[config.mk]
export PLATFORM = sky130hd
export DESIGN_NAME = program_rom_page_mapper
export DESIGN_NICKNAME = d
export VERILOG_FILES = /design/src/rom_pager_pkg.sv /design/src/program_rom_page_mapper.sv
export SDC_FILE = /design/constraint.sdc
export NUM_CORES = 1
export LEC_CHECK = 0
export BUFFER_PORTS_ARGS = -buffer_cell sky130_fd_sc_hd__clkbuf_2
export CORE_MARGIN = 5
export CORE_UTILIZATION = 35
export DETAILED_ROUTE_END_ITERATION = 6
export GPL_TIMING_DRIVEN = 0
export SLEW_MARGIN = 20
export SYNTH_ARGS = -nofsm -noshare
export SYNTH_HDL_FRONTEND = slang
export SYNTH_SLANG_ARGS = --single-unit
[constraint.sdc]
create_clock -name ref_clk -period 7.9 [get_ports ref_clk]
set_input_delay 0.79 -clock ref_clk [delete_from_list [all_inputs] [get_ports ref_clk]]
set_output_delay 0.79 -clock ref_clk [all_outputs]
set_load 0.005 [all_outputs]
[src/rom_pager_pkg.sv]
// shared constants and carriers for the program memory page mapper
package rom_pager_pkg;
	localparam int PC_W = 12;
	localparam int PHYS_W = 13;
	localparam int DATA_ADDR_W = 8;
	localparam logic [7:0] PAGE_SELECT_ADDR = 8'hCA;
	localparam int PAGE_BITS_LSB = 0;
	localparam int PAGE_BITS_W = 2;
	localparam int STATIC_BIT = 11;
	localparam logic [1:0] STATIC_PAGE = 2'h1;
	localparam int STACK_DEPTH = 6;
	localparam logic [11:0] VEC_IRQ_BASE = 12'hFF0;
	localparam logic [11:0] VEC_NMI = 12'hFFC;
	localparam logic [11:0] VEC_RESET = 12'hFFE;
	localparam logic [2:0] STACK_PTR_RESET = 3'h0;
	localparam logic [1:0] PAGE_RESET_FILL = 2'h0;

	typedef struct packed {
		logic we;
		logic [7:0] addr;
		logic [7:0] wdata;
	} data_write_t;

	typedef struct packed {
		logic push;
		logic pop;
		logic [11:0] ret_addr;
	} stack_req_t;

	typedef enum logic [1:0] {
		ST_RESET = 2'b00,
		ST_RUN = 2'b01,
		ST_PROGRAM = 2'b10
	} mode_t;
endpackage : rom_pager_pkg

[src/program_rom_page_mapper.sv]
// program counter to paged program memory mapper with stack and nmi edge
// Function
// - the 12-bit program counter drives every program memory access
// - counter bit 11 set always maps to static page 1
// - bit 11 clear: page-select bits pick page 0 to 3
// - page 1 via either half reaches the same physical memory
// - page-select is a write-only register at data address CAh
// - interrupts and calls leave the page-select register untouched
// - page-select holds no defined value after reset
// - only bits 1:0 of page-select are kept, bits 7:2 ignored
// - vectors fetched from static page at FF0-FF7, FFC-FFD, FFE-FFF
// - low reset restarts the core, which resumes through the reset vector
// - programming pin high during reset enters programming mode
// - falling edge of the nmi input raises a non-maskable request
// - six-level return stack shared by calls and interrupts
// - every stack level holds a full 12-bit counter value
`timescale 1ns/1ps
module program_rom_page_mapper
	import rom_pager_pkg::*;
(
	// clock and reset
	input wire logic ref_clk,
	input wire logic reset_n,
	// core fetch side
	input wire logic [11:0] program_counter,
	input wire logic fetch_req,
	// core data-space write port
	input wire data_write_t data_wr,
	// return stack
	input wire stack_req_t stack_req,
	// pins
	input wire logic nmi_n,
	input wire logic prog_entry,
	// program memory side
	output logic [12:0] phys_addr,
	output logic phys_rd,
	// status to core
	output logic [1:0] page_select_bits,
	output logic nmi_pending,
	output logic [11:0] stack_top,
	output logic stack_full,
	output logic stack_empty,
	output logic vector_fetch,
	output logic restart_pulse,
	output logic program_mode
);

	function automatic logic [1:0] page_of(input logic [11:0] pc,
		input logic [1:0] sel);
		// upper half always lands in the static page
		page_of = pc[STATIC_BIT] ? STATIC_PAGE : sel;
	endfunction : page_of

	function automatic logic is_vector(input logic [11:0] pc);
		is_vector = (pc[11:3] == VEC_IRQ_BASE[11:3]) ||
			(pc[11:1] == VEC_NMI[11:1]) ||
			(pc[11:1] == VEC_RESET[11:1]);
	endfunction : is_vector

	// page-select register
	logic [1:0] next_page_select_bits;
	logic page_wr;

	assign page_wr = data_wr.we && (data_wr.addr == PAGE_SELECT_ADDR);

	always_comb begin
		next_page_select_bits = page_select_bits;
		if (page_wr) begin
			// upper bits of the byte are dropped
			next_page_select_bits =
				data_wr.wdata[PAGE_BITS_LSB +: PAGE_BITS_W];
		end
	end

	// not in reset: contents are unspecified until software writes it; a
	// stack push or nmi never touches it
	always_ff @(posedge ref_clk) begin
		page_select_bits <= next_page_select_bits;
	end

	// remembers a page write since reset, so the checks below never judge
	// the undefined contents that software has not yet written
	logic page_known, next_page_known;

	always_comb begin
		next_page_known = page_known | page_wr;
	end

	always_ff @(posedge ref_clk) begin
		if (!reset_n) begin
			page_known <= 1'b0;
		end else begin
			page_known <= next_page_known;
		end
	end

	// address mapping, registered so outputs come from flops
	logic [12:0] next_phys_addr;
	logic next_phys_rd;
	logic next_vector_fetch;

	always_comb begin
		next_phys_addr = {page_of(program_counter, page_select_bits),
			program_counter[10:0]};
		next_phys_rd = fetch_req;
		next_vector_fetch = fetch_req && is_vector(program_counter);
	end

	always_ff @(posedge ref_clk) begin
		if (!reset_n) begin
			phys_addr <= {PAGE_RESET_FILL, VEC_RESET[10:0]};
			phys_rd <= 1'b0;
			vector_fetch <= 1'b0;
		end else begin
			phys_addr <= next_phys_addr;
			phys_rd <= next_phys_rd;
			vector_fetch <= next_vector_fetch;
		end
	end

	// reset and programming mode entry
	mode_t mode, next_mode;
	logic prog_seen, next_prog_seen;
	logic next_restart_pulse;
	logic next_program_mode;

	always_comb begin
		next_mode = mode;
		next_prog_seen = prog_seen | prog_entry;
		next_restart_pulse = 1'b0;
		next_program_mode = program_mode;
		unique case (mode)
			ST_RESET: begin
				if (prog_seen) begin
					next_mode = ST_PROGRAM;
					next_program_mode = 1'b1;
				end else begin
					next_mode = ST_RUN;
					next_restart_pulse = 1'b1;
				end
			end
			ST_RUN: begin
			end
			ST_PROGRAM: begin
			end
			default: begin
				next_mode = ST_RESET;
			end
		endcase
	end

	// the strap is sampled by the clock while reset is held
	always_ff @(posedge ref_clk) begin
		if (!reset_n) begin
			mode <= ST_RESET;
			prog_seen <= prog_entry;
			restart_pulse <= 1'b0;
			program_mode <= 1'b0;
		end else begin
			mode <= next_mode;
			prog_seen <= next_prog_seen & (mode == ST_RESET);
			restart_pulse <= next_restart_pulse;
			program_mode <= next_program_mode;
		end
	end

	// nmi falling edge detect; input is taken as synchronous
	logic nmi_prev, next_nmi_prev;
	logic next_nmi_pending;
	logic nmi_fall;
	logic nmi_ack;

	// the core acknowledges by fetching the nmi vector
	assign nmi_ack = next_vector_fetch && (program_counter[11:1] ==
		VEC_NMI[11:1]);
	assign nmi_fall = nmi_prev && !nmi_n;

	always_comb begin
		next_nmi_prev = nmi_n;
		next_nmi_pending = nmi_pending;
		if (nmi_ack) begin
			next_nmi_pending = 1'b0;
		end
		// a new edge in the acknowledge cycle is kept
		if (nmi_fall) begin
			next_nmi_pending = 1'b1;
		end
	end

	always_ff @(posedge ref_clk) begin
		if (!reset_n) begin
			nmi_prev <= 1'b1;
			nmi_pending <= 1'b0;
		end else begin
			nmi_prev <= next_nmi_prev;
			nmi_pending <= next_nmi_pending;
		end
	end

	// six-level return stack
	logic [11:0] stack_mem [STACK_DEPTH];
	logic [11:0] next_stack_mem [STACK_DEPTH];
	logic [2:0] stack_ptr, next_stack_ptr;
	logic [11:0] next_stack_top;
	logic do_push, do_pop;

	assign do_push = stack_req.push && !stack_req.pop &&
		(stack_ptr != 3'(STACK_DEPTH));
	assign do_pop = stack_req.pop && !stack_req.push &&
		(stack_ptr != STACK_PTR_RESET);

	always_comb begin
		next_stack_ptr = stack_ptr;
		for (int i = 0; i < STACK_DEPTH; i++) begin
			next_stack_mem[i] = stack_mem[i];
		end
		// overflow discards the push, a limitation software must respect
		if (do_push) begin
			next_stack_mem[stack_ptr] = stack_req.ret_addr;
			next_stack_ptr = stack_ptr + 3'h1;
		end else if (do_pop) begin
			next_stack_ptr = stack_ptr - 3'h1;
		end
		next_stack_top = (next_stack_ptr == STACK_PTR_RESET) ? 12'h000 :
			next_stack_mem[next_stack_ptr - 3'h1];
	end

	genvar g;
	generate
		for (g = 0; g < STACK_DEPTH; g++) begin : g_level
			always_ff @(posedge ref_clk) begin
				stack_mem[g] <= next_stack_mem[g];
			end
		end
	endgenerate

	always_ff @(posedge ref_clk) begin
		if (!reset_n) begin
			stack_ptr <= STACK_PTR_RESET;
			stack_top <= 12'h000;
			stack_full <= 1'b0;
			stack_empty <= 1'b1;
		end else begin
			stack_ptr <= next_stack_ptr;
			stack_top <= next_stack_top;
			stack_full <= (next_stack_ptr == 3'(STACK_DEPTH));
			stack_empty <= (next_stack_ptr == STACK_PTR_RESET);
		end
	end

	// checks
	chk_upper_static: assert property (@(posedge ref_clk)
		disable iff (!reset_n) program_counter[11] |=>
		phys_addr[12:11] == STATIC_PAGE)
		else $error("upper half not mapped to static page");
	chk_lower_sel: assert property (@(posedge ref_clk)
		disable iff (!reset_n) page_known && !program_counter[11] |=>
		phys_addr[12:11] == $past(page_select_bits))
		else $error("lower half page mismatch");
	chk_offset_kept: assert property (@(posedge ref_clk)
		disable iff (!reset_n) 1'b1 |=>
		phys_addr[10:0] == $past(program_counter[10:0]))
		else $error("offset bits not carried");
	chk_page_write: assert property (@(posedge ref_clk)
		disable iff (!reset_n) page_wr |=>
		page_select_bits == $past(data_wr.wdata[1:0]))
		else $error("page-select write lost");
	chk_page_hold: assert property (@(posedge ref_clk)
		disable iff (!reset_n) page_known && !page_wr |=>
		$stable(page_select_bits))
		else $error("page-select changed without write");
	chk_nmi_edge: assert property (@(posedge ref_clk)
		disable iff (!reset_n) $fell(nmi_n) |=>
		nmi_pending)
		else $error("nmi edge missed");
	chk_nmi_clear: assert property (@(posedge ref_clk)
		disable iff (!reset_n) nmi_ack && !nmi_fall |=>
		!nmi_pending)
		else $error("nmi request not cleared by vector fetch");
	chk_stack_depth: assert property (@(posedge ref_clk)
		disable iff (!reset_n)
		stack_ptr <= 3'(STACK_DEPTH))
		else $error("stack pointer beyond six");
	chk_push_refused: assert property (@(posedge ref_clk)
		disable iff (!reset_n) stack_req.push &&
		stack_ptr == 3'(STACK_DEPTH) |=> stack_ptr == 3'(STACK_DEPTH))
		else $error("push accepted on a full stack");
	chk_pop_level: assert property (@(posedge ref_clk)
		disable iff (!reset_n) do_pop |=>
		stack_ptr == $past(stack_ptr) - 3'h1)
		else $error("pop did not drop one level");
	chk_push_top: assert property (@(posedge ref_clk)
		disable iff (!reset_n) do_push |=>
		stack_top == $past(stack_req.ret_addr))
		else $error("pushed address not on top");
	chk_read_strobe: assert property (@(posedge ref_clk)
		disable iff (!reset_n) fetch_req |=>
		phys_rd)
		else $error("fetch not passed to program memory");
	chk_reset_vector: assert property (@(posedge ref_clk)
		disable iff (!reset_n) fetch_req && program_counter == VEC_RESET
		|=> vector_fetch && phys_addr == {STATIC_PAGE, VEC_RESET[10:0]})
		else $error("reset vector not fetched from static page");
	chk_restart_once: assert property (@(posedge ref_clk)
		$rose(reset_n) && !prog_seen |=>
		restart_pulse ##1 !restart_pulse)
		else $error("restart pulse wrong");
	chk_prog_entry: assert property (@(posedge ref_clk)
		!reset_n && prog_entry ##1 reset_n |=>
		program_mode)
		else $error("programming mode not entered");

endmodule : program_rom_page_mapper

Word level (Yosys, flattened, before mapping)

Memories as Yosys holds them, arrays and structs flattened.
Cells that the tools add are included.

Register bits: 41
Memory bits (writable): 72
Output and inout port bits: 34
Word-level logic and storage cells: 74
Memories: 1

$add $sub $neg: 3
Magnitude comparators: 3
Eq/ne operators: 8
Muxes and demuxes: 16
Bitwise gates (word level): 5
Reduce and logical (&&, ||, !) cells: 23

Memories:

| memory    | words | width | read ports | clocked after Yosys merged registers in | write ports | RTL line                       | text |
|---|---|---|---|---|---|---|---|
| stack_mem | 6     | 12    | 6          | 0                                       | 6           | program_rom_page_mapper.sv:201 | `logic [11:0] stack_mem [STACK_DEPTH];` |

Operators with widths:

| cell                                                                 | count |
|---|---|
| 72-bit bitwise mux                                                   | 1 |
| 72-bit 2-to-1 mux                                                    | 1 |
| 12-bit binary-select mux with 3-bit select                           | 1 |
| 12-bit demux with 3-bit select                                       | 1 |
| 12-bit 2-to-1 mux                                                    | 3 |
| 11-bit equality test, second input constant                          | 2 |
| 9-bit equality test, second input constant                           | 1 |
| 1-bit logical AND                                                    | 9 |
| 8-bit equality test, second input constant                           | 1 |
| 4-bit >= comparator, second input constant                           | 2 |
| 3-bit inverter with 4-bit output                                     | 2 |
| 3-bit 2-to-1 mux                                                     | 2 |
| 2-bit OR reduction                                                   | 3 |
| 3-bit by 1-bit subtractor with 3-bit output, second input constant   | 2 |
| 1-bit 2-to-1 mux                                                     | 5 |
| 4-bit by 1-bit < comparator with 1-bit output, second input constant | 1 |
| 2-bit one-hot mux with 2 select lines                                | 1 |
| 2-bit AND reduction                                                  | 2 |
| 3-bit by 1-bit adder with 3-bit output, second input constant        | 1 |
| 3-bit equality test, second input constant                           | 1 |
| 1-bit logical NOT                                                    | 3 |
| 3-bit logical NOT                                                    | 1 |
| 3-bit inequality test, second input constant                         | 1 |
| 3-bit nonzero test                                                   | 1 |
| 9 further kinds                                                      | 10 |

Logic depth before layout (Yosys ltp)

Gate-level depths: netlist of run 1.

Depth after elaboration: 10
Mapped depth: 18

Least setup slack after synthesis of run 1

No wires, ideal clock.

Kind: reg2reg
Start point: register stack_ptr[0]
End point: register stack_top[10]
Arrival: 3.375 ns
Slack: 4.405 ns
Cell stages (with the launch flop): 19
Path through: dfxtp_1 > buf_2 > inv_2 > clkbuf_1 > buf_2 > clkbuf_1 > ha_1 > nand2_2 > nand2_1 > mux2_2 > and2_1 > ha_1 > inv_1 > a211o_1 > o221a_2 > clkbuf_1 > o311ai_0 > o22ai_1 > mux2_2

Longest elaborated chain between the ends: 10
Elaborated cells on any way between the ends: 23
Classes of those cells: add/sub (3); order compare (2); eq/ne (1); mux (9); bitwise (2); reduce/logical (6)

Ends and longest elaborated chain:

| what                                                                                                              | RTL line                       | text |
|---|---|---|
| start: declaration                                                                                                | program_rom_page_mapper.sv:203 | `logic [2:0] stack_ptr, next_stack_ptr;` |
| start signal: assignment                                                                                          | program_rom_page_mapper.sv:244 | `stack_ptr <= next_stack_ptr;` |
| 3-bit inverter with 4-bit output (not written as such)                                                            | program_rom_page_mapper.sv:219 | `next_stack_mem[stack_ptr] = stack_req.ret_addr;` |
| 4-bit >= comparator (not written as such) / 4-bit by 1-bit < comparator with 1-bit output (equally long branches) | program_rom_page_mapper.sv:219 |  |
| 1-bit logical AND (not written as such)                                                                           | program_rom_page_mapper.sv:219 |  |
| 12-bit 2-to-1 mux (not written as such)                                                                           | program_rom_page_mapper.sv:219 |  |
| 12-bit demux with 3-bit select                                                                                    | program_rom_page_mapper.sv:219 |  |
| 72-bit bitwise mux                                                                                                | program_rom_page_mapper.sv:219 |  |
| 72-bit 2-to-1 mux                                                                                                 | program_rom_page_mapper.sv:218 | `if (do_push) begin` |
| 12-bit binary-select mux with 3-bit select                                                                        | program_rom_page_mapper.sv:225 | `next_stack_mem[next_stack_ptr - 3'h1];` |
| 12-bit 2-to-1 mux (not written as such) (2 in a row)                                                              | program_rom_page_mapper.sv:225 |  |
| end signal: assignment                                                                                            | program_rom_page_mapper.sv:245 | `stack_top <= next_stack_top;` |
| end: declaration                                                                                                  | program_rom_page_mapper.sv:40  | `output logic [11:0] stack_top,` |

Several ways; a longest one is shown, not always the timed one. The select of a mux whose other input is x is not followed.
A chain may end at the register's enable or synchronous reset.

Worst setup path after layout of run 1

Start point: register stack_ptr[0]
End point: register stack_top[6]

The elaborated chain is that of the path after synthesis.

==> impl_summary.txt, run 1 <==
----------------------------------------------------
[Status]
  Run status ... completed

[Synth]
  Post-synthesis sequential element count ... 113
  Cells after Synth ... 565
  Synthesis Warnings ... 0
  Netlist cell types ... 53
  Primary FF master, synth ... dfxtp_1
  Synthesized cell area ... 5510 sq um
  Number of nets in the synthesized netlist ... 619
  Per-instance average area after synthesis ... 9.75 sq um
  Largest area contributor in the synthesized netlist ... dfxtp_1
  Cell types occupying the most area after synthesis ... dfxtp_1 40%, mux2_2 17%, or4_1 4.6%
  Number of flops mapped to enable cells by yosys ... 2
  Post-synth top cells ... 111 x dfxtp_1, 83 x mux2_2, 34 x or4_1, 28 x nor3_1
  Post-synthesis sequential area ratio ... 41.4%
  Leading cell type by number of instances after synthesis ... dfxtp_1
  Async SR Flop Fraction ... 0%
  Area fraction of the dominant cell type after synthesis ... 40.3%

[Timing]
  Relative slew margins ... 53.9%
  Post-route minimum period ... 4890 ps
  Peak Freq ... 0.205 GHz
  Clock Skews ... 6.19 ps
  Worst Max-Slew Pin Slew ... 691 ps
  Post-Route Setup TNS ... 0 ps
  RSZ-0062 raised after global routing ... no
  Fin worst setup slack ... 3010 ps
  Share of the clock period used by the worst path after layout ... 61.9%
  Number of failing setup endpoints in the final timing report ... 0
  Total count of hold-check failures in the final report ... 0
  Count of final max-slew check failures ... 0

[Cells and area]
  Number of diodes added for antenna fixing ... 0
  Layout area overhead ... 21.4%
  Proportion of layout cells with a drive suffix above 1 ... 32.2%
  Count of placed standard cells in the final layout, fillers left out ... 881
  Count of nets after finishing ... 712
  Post-route design area ... 6690 sq um
  Number of inserted filler cells in the final layout ... 1484

[Place]
  Number of placed instances, taps included ... 850
  Place WS ... 3170 ps
  Placed wire-length estimate ... 12.2 mm
  Placer congestion estimate ... 0.877
  IO Port Bufs ... 74
  Dpl cell area ... 6150 sq um

[Worst setup path]
  Required time of the critical path ... 8260 ps
  Highest-delay cell along the critical path ... clkbuf_1
  Worst stage delay on the critical path ... 570 ps
  CP startpoint kind ... register
  Crit path cell chain ... buf_2 -> inv_2 -> clkbuf_1 -> buf_2 -> clkbuf_1 -> ha_1 -> nand2_2 -> a22oi_4 -> xnor2_1 -> inv_1 -> ha_1 -> inv_1 -> a211o_1 -> o221a_2 -> clkbuf_1 -> o311ai_0 -> o22ai_1 -> mux2_2
  Highest fanout seen on the critical path ... 12
  Cell occurring most often along the worst timing path ... clkbuf_1
  Signal arrival time at the worst endpoint ... 5250 ps
  Worst setup path category ... reg2reg
  Crit end category ... register

[Die]
  Width of the die ... 135 um
  Top-level port count ... 82
  Height of the chip ... 135 um
  Standard-cell rows ... 45
  Placeable core region ... 15300 sq um
  Starting density of the core ... 36.0%
  Overall die area ... 18400 sq um

[Drt]
  Drt via density ... 5.95
  Post-DR wirelength/cell ... 19.8 um
  Drt first-iter violations ... 606
  Final routed DRC violation total ... 0
  TritonRoute pass-1 iters ... 5
  DRT antenna net count ... 0
  Final wirelength ... 17.5 mm
  Total vias in the final route ... 5240

[Clocking]
  CTS resizes ... 0
  Clock slew at the register clock pins of the worst setup and hold paths ... 50 ps
  Deepest level of the CTS H-tree ... 4
  Number of buffers on the longest clock path ... 2
  Worst skew pair latency ... 420 ps
  Hold buffers post-CTS ... 0
  Buffers inserted by post-CTS timing repair ... 0
  Clock Tree Root ... clkbuf_16
  Clock net sink count ... 113
  TritonCTS clock tree ... done
  TritonCTS Buffers ... 17

[Min path]
  Class of the most critical hold timing path ... reg2reg

[Global routing]
  Wire length of the first global-routing pass ... 27.3 mm
  Global-route total usage across every layer ... 18.9%
  Initial antenna violation count ... 0
  Remaining global-route overflow ... 0
  Maximum number of pins on one net before global-route repair ... 17
  Via count of the first global-routing pass ... 5338

[Pwr]
  Power density of the placed cells ... 334 nW/um^2
  Worst voltage drop across the vdd grid ... 0.182 mV
  Leakage Power ... 2.58 nW

[Run]
  # Max-Cap Violations ... 0

----------------------------------------------------
[kinds of logic (layout without fill, tap and decap cells)]
family,after synthesis,count (layout),synth area share (%)
flip-flops,113,113,41.4
XOR/XNOR,3,3,0.477
AND/OR/NAND/NOR,192,192,20.6
AO/OA/AOI/OAI,101,101,13.6
multiplexers,84,84,17.1
buffers and inverters,66,171,5.38
adder cells (fa/ha/maj),6,6,1.36
[registers in the layout, summed over array words and instances (netlist names), 2 cells and up]
name	count
mode	2
phys_addr	13
page_select_bits	2
stack_mem	72
stack_ptr	3
stack_top	12
[layout by cell type (no fill, tap or decap), types with 13 or more instances in the layout]
| cell | count |
|---|---|
| a31oi_1 | 25 |
| o311ai_0 | 16 |
| o21ai_0 | 15 |
| or4_1 | 34 |
| clkbuf_1 | 32 |
| nor2_1 | 16 |
| dfxtp_1 | 111 |
| or3_1 | 13 |
| mux2_2 | 83 |
| buf_2 | 21 |
| clkbuf_2 | 74 |
| clkbuf_16 | 17 |
| nand3_1 | 27 |
| nor3_1 | 28 |
| nor4_1 | 26 |
[final cells by class]
type / count / area, sq um / area share (%)
inverters: 11 / 41.3 / 0.617
multi-input cells: 386 / 2930 / 43.8
clock inverters: 6 / 57.6 / 0.860
well taps: 211 / 264 / 3.95
flip-flops and latches: 113 / 2280 / 34.1
plain buffers: 55 / 255 / 3.82
repair buffers: 74 / 370 / 5.54
clock buffers: 25 / 485 / 7.26
[per-stage QoR]
stage	total power [W]	hold WS [ps]	util [%]
final	0.00223	470	43.7
after global routing	0.00235	494	43.7
after CTS	0.00223	477	43.7
after detailed placement	0.00151	463	40.1
after global placement	0.00149	461	40.1
after floorplan	0.00130	442	-
[worst max-delay path: cells and delay by family, from the launching register on]
family | cells | cell delay [ps]
simple gates | 1 | 110
flops | 1 | 310
mux | 1 | 210
fa+ha+maj | 2 | 500
xor+xnor | 1 | 200
compound gates | 5 | 1260
buf+inv | 8 | 2230
[metal layers]
layer / track usage, % / share of wire [%] / vias to the layer above
li1: - / - / 2375
met1: 22.6 / 41 / 2510
met2: 30.4 / 47 / 313
met3: 6.65 / 9.2 / 42
met4: 8.96 / 2.7 / 0
met5: 0 / 0 / -
[power breakdown]
group	internal (W)	switching [W]	total, W
sequential	0.000752	0.000125	0.000877
clock	0.000452	0.000256	0.000708
combinational	0.000305	0.000344	0.000649
[path summary, 6_finish.rpt]
| check | start | endpoint | slack (ps) | depth (start not counted) |
|---|---|---|---|---|
| worst max-delay path | stack_ptr[0] | stack_top[6] | 3010 | 18 |
| worst min-delay path | nmi_prev | nmi_pending | 470 | 2 |
| worst max register to register | stack_ptr[0] | stack_top[6] | 3010 | 18 |
| worst min register to register | nmi_prev | nmi_pending | 470 | 2 |
Power figures use the tool's default switching activity.
==> run 2: changes to the inputs <==
--- a/config.mk
+++ b/config.mk
@@ -5,6 +5,7 @@
 export SDC_FILE = /design/constraint.sdc
 export NUM_CORES = 1
 export LEC_CHECK = 0
+export ABC_AREA = 1
 export BUFFER_PORTS_ARGS = -buffer_cell sky130_fd_sc_hd__clkbuf_2
 export CORE_MARGIN = 5
 export CORE_UTILIZATION = 35
==> constraint.sdc (replaced) <==
create_clock -name ref_clk -period 4 [get_ports ref_clk]
set_input_delay 0.4 -clock ref_clk [delete_from_list [all_inputs] [get_ports ref_clk]]
set_output_delay 0.4 -clock ref_clk [all_outputs]
set_load 0.005 [all_outputs]
==> run 2 against run 1 <==
Sequential cell count stayed put. Critical path type unchanged. Routed wire length is 22% lower. Die area is 3.8% lower. Highest routed layer unchanged.
==> impl_summary.txt, run 2 <==
----------------------------------------------------
[Timing]
  Worst Max-Slew Pin Slew ... 597 ps
  Clock Skews ... 5.83 ps
  Post-route minimum period ... 3330 ps
  Post-Route Setup TNS ... 0 ps
  Number of failing setup endpoints in the final timing report ... 0
  Share of the clock period used by the worst path after layout ... 83.3%
  Total count of hold-check failures in the final report ... 0
  Peak Freq ... 0.300 GHz
  Count of final max-slew check failures ... 0
  RSZ-0062 raised after global routing ... no
  Relative slew margins ... 60.2%

[Global routing]
  Via count of the first global-routing pass ... 4514
  Maximum number of pins on one net before global-route repair ... 17
  Initial antenna violation count ... 0
  Wire length of the first global-routing pass ... 22.1 mm
  Global-route total usage across every layer ... 16.0%
  Remaining global-route overflow ... 0

[Cells and area]
  Number of inserted filler cells in the final layout ... 1603
  Leading cell types in the layout, fill and taps excluded ... 289 x nand2_1, 152 x inv_1, 111 x dfxtp_1
  Number of diodes added for antenna fixing ... 0
  Registers with the highest flip-flop counts ... stack_mem x72, phys_addr x13, stack_top x12
  Most frequent standard cell in the layout excluding fill and tap cells ... nand2_1
  Number of flip-flops under the largest register name ... 72
  Layout area overhead ... 23.6%
  Count of nets after finishing ... 940
  Multi-input gate area ... 2190 sq um
  Storage cell area ... 2280 sq um
  Proportion of layout cells with a drive suffix above 1 ... 18.9%
  Register with the most flip-flops ... stack_mem

[Pwr]
  Worst voltage drop across the vdd grid ... 0.335 mV
  Overall power consumption ... 0.00433 W
  Leakage Power ... 3.66 nW
  Power density of the placed cells ... 662 nW/um^2

[Place]
  IO Port Bufs ... 75
  Placer congestion estimate ... 0.776
  Placed wire-length estimate ... 9.63 mm

[Synth]
  Largest area contributor in the synthesized netlist ... dfxtp_1
  Cells after Synth ... 792
  Netlist cell types ... 30
  Area fraction of the dominant cell type after synthesis ... 42.0%
  Post-synth top cells ... 289 x nand2_1, 152 x inv_1, 111 x dfxtp_1, 58 x nand3_1, 47 x nor2_1
  Leading cell type by number of instances after synthesis ... nand2_1
  Async SR Flop Fraction ... 0%
  Primary FF master, synth ... dfxtp_1
  Synthesis Warnings ... 0
  Number of flops mapped to enable cells by yosys ... 2
  Per-instance average area after synthesis ... 6.67 sq um
  Cell types occupying the most area after synthesis ... dfxtp_1 42%, nand2_1 21%, inv_1 11%
  Synthesized cell area ... 5290 sq um
  Post-synthesis sequential element count ... 113
  Number of nets in the synthesized netlist ... 846
  Post-synthesis sequential area ratio ... 43.2%

[Clocking]
  Buffers inserted by post-CTS timing repair ... 0
  TritonCTS Buffers ... 17
  Clock slew at the register clock pins of the worst setup and hold paths ... 50 ps
  Hold buffers post-CTS ... 0
  Clock Tree Root ... clkbuf_16
  TritonCTS clock tree ... done
  Deepest level of the CTS H-tree ... 4
  Clock net sink count ... 113
  CTS resizes ... 0
  Worst skew pair latency ... 410 ps
  Number of buffers on the longest clock path ... 2

[Worst setup path]
  Signal arrival time at the worst endpoint ... 3630 ps
  Worst setup path category ... reg2reg
  CP startpoint kind ... register
  Capture instance of the worst register-to-register path ... stack_top[2]
  Register-to-Register Path Depth ... 17
  Reg-to-reg startpoint ... stack_ptr[0]
  Crit end category ... register
  Required time of the critical path ... 4300 ps
  Highest fanout seen on the critical path ... 10
  Slack of the worst reg-to-reg path ... 670 ps
  Origin of the worst setup path ... stack_ptr[0]
  Critical Path End ... stack_top[2]

[Drt]
  Drt via density ... 4.35
  Post-DR wirelength/cell ... 12.5 um
  Final routed DRC violation total ... 0
  TritonRoute pass-1 iters ... 4
  Drt first-iter violations ... 343
  DRT antenna net count ... 0
  Total vias in the final route ... 4732
  Final wirelength ... 13.6 mm

[Die]
  Height of the chip ... 133 um
  Top-level port count ... 82
  Placeable core region ... 15000 sq um
  Width of the die ... 133 um
  Standard-cell rows ... 45
  Starting density of the core ... 35.2%
  Overall die area ... 17700 sq um

[Status]
  Run status ... completed

[Min path]
  Class of the most critical hold timing path ... in2reg

[Run]
  # Max-Cap Violations ... 0

----------------------------------------------------
==> run 2: cell types whose count changed after synthesis, sizes merged, moves of 32 or more <==
| cell | change |
|---|---|
| nand2 | +298 |
| inv | +144 |
| mux2 | -83 |
| nand3 | +36 |
| or4 | -34 |
| nor2 | +32 |
==> run 2: worst max-delay path, cell delays in order, from the launching register on <==
cell and delay, ps:
dfxtp_1 450, inv_2 160, ha_1 230, nand2_2 70, nand3_2 90, buf_6 170, nand3_2 80, nand2_2 90
buf_6 160, buf_6 140, ha_1 270, clkbuf_1 350, inv_1 140, clkbuf_1 300, nand3_1 180, nand2_1 70
nor2_1 160, nor2_1 100
==> run 2: cells by family after synthesis <==
| family | after synthesis | share of synthesized area (%) |
|---|---|---|
| buffers and inverters | 188 | 15.4 |
| AO/OA/AOI/OAI | 45 | 4.57 |
| AND/OR/NAND/NOR | 440 | 35.5 |
| adder cells (fa/ha/maj) | 6 | 1.42 |
| flip-flops | 113 | 43.2 |
==> run 2: worst min-delay path by stage <==
stage | startpoint | end | slack [ps] | cells past startpoint
final | data_wr[1] | page_select_bits[1] | 160 | 1
after global routing | data_wr[0] | page_select_bits[0] | 150 | 1
after CTS | data_wr[1] | page_select_bits[1] | 150 | 1
after detailed placement | prog_seen | restart_pulse | 440 | 1
after global placement | nmi_prev | nmi_pending | 430 | 2
after floorplan | stack_mem[4][0] | stack_mem[4][0] | 420 | 2
==> run 2: per-layer routing <==
metal	up-vias	wire length, um	global-route usage (%)	part of all wire, %
met2	88	6270	26.6	46
met4	0	299	6.29	2.2
met1	2075	6390	19.7	47
met3	23	615	4.56	4.5
li1	2546	-	-	-
met5	-	0	0	0
==> run 2: final cells by class <==
| class | instances | share of cell area, % |
|---|---|---|
| flip-flops and latches | 113 | 34.9 |
| multi-input cells | 491 | 33.5 |
| inverters | 155 | 8.90 |
| clock buffers | 23 | 7.01 |
| repair buffers | 75 | 5.74 |
| well taps | 188 | 3.60 |
| plain buffers | 33 | 3.54 |
| clock inverters | 9 | 2.76 |
==> run 2: power breakdown <==
group          switching, W  internal (W)
Combinational      0.000721      0.000438
Clock              0.000524       0.00112
Sequential        0.0000822       0.00144
==> run 2: per-stage QoR <==
| stage | instance area [sq um] | util (%) | instances | hold WS [ps] | setup WS [ps] |
|---|---|---|---|---|---|
| 2_1_floorplan | 5290 | - | 792 | 422 | 1490 |
| 3_3_place_gp | 5900 | 39.2 | 1055 | 428 | 720 |
| 3_5_place_dp | 5900 | 39.2 | 1055 | 436 | 703 |
| 4_1_cts | 6540 | 43.5 | 1087 | 154 | 658 |
| 5_1_grt | 6540 | 43.5 | 1087 | 149 | 421 |
| 6_report | 6540 | 43.5 | 1087 | 163 | 669 |
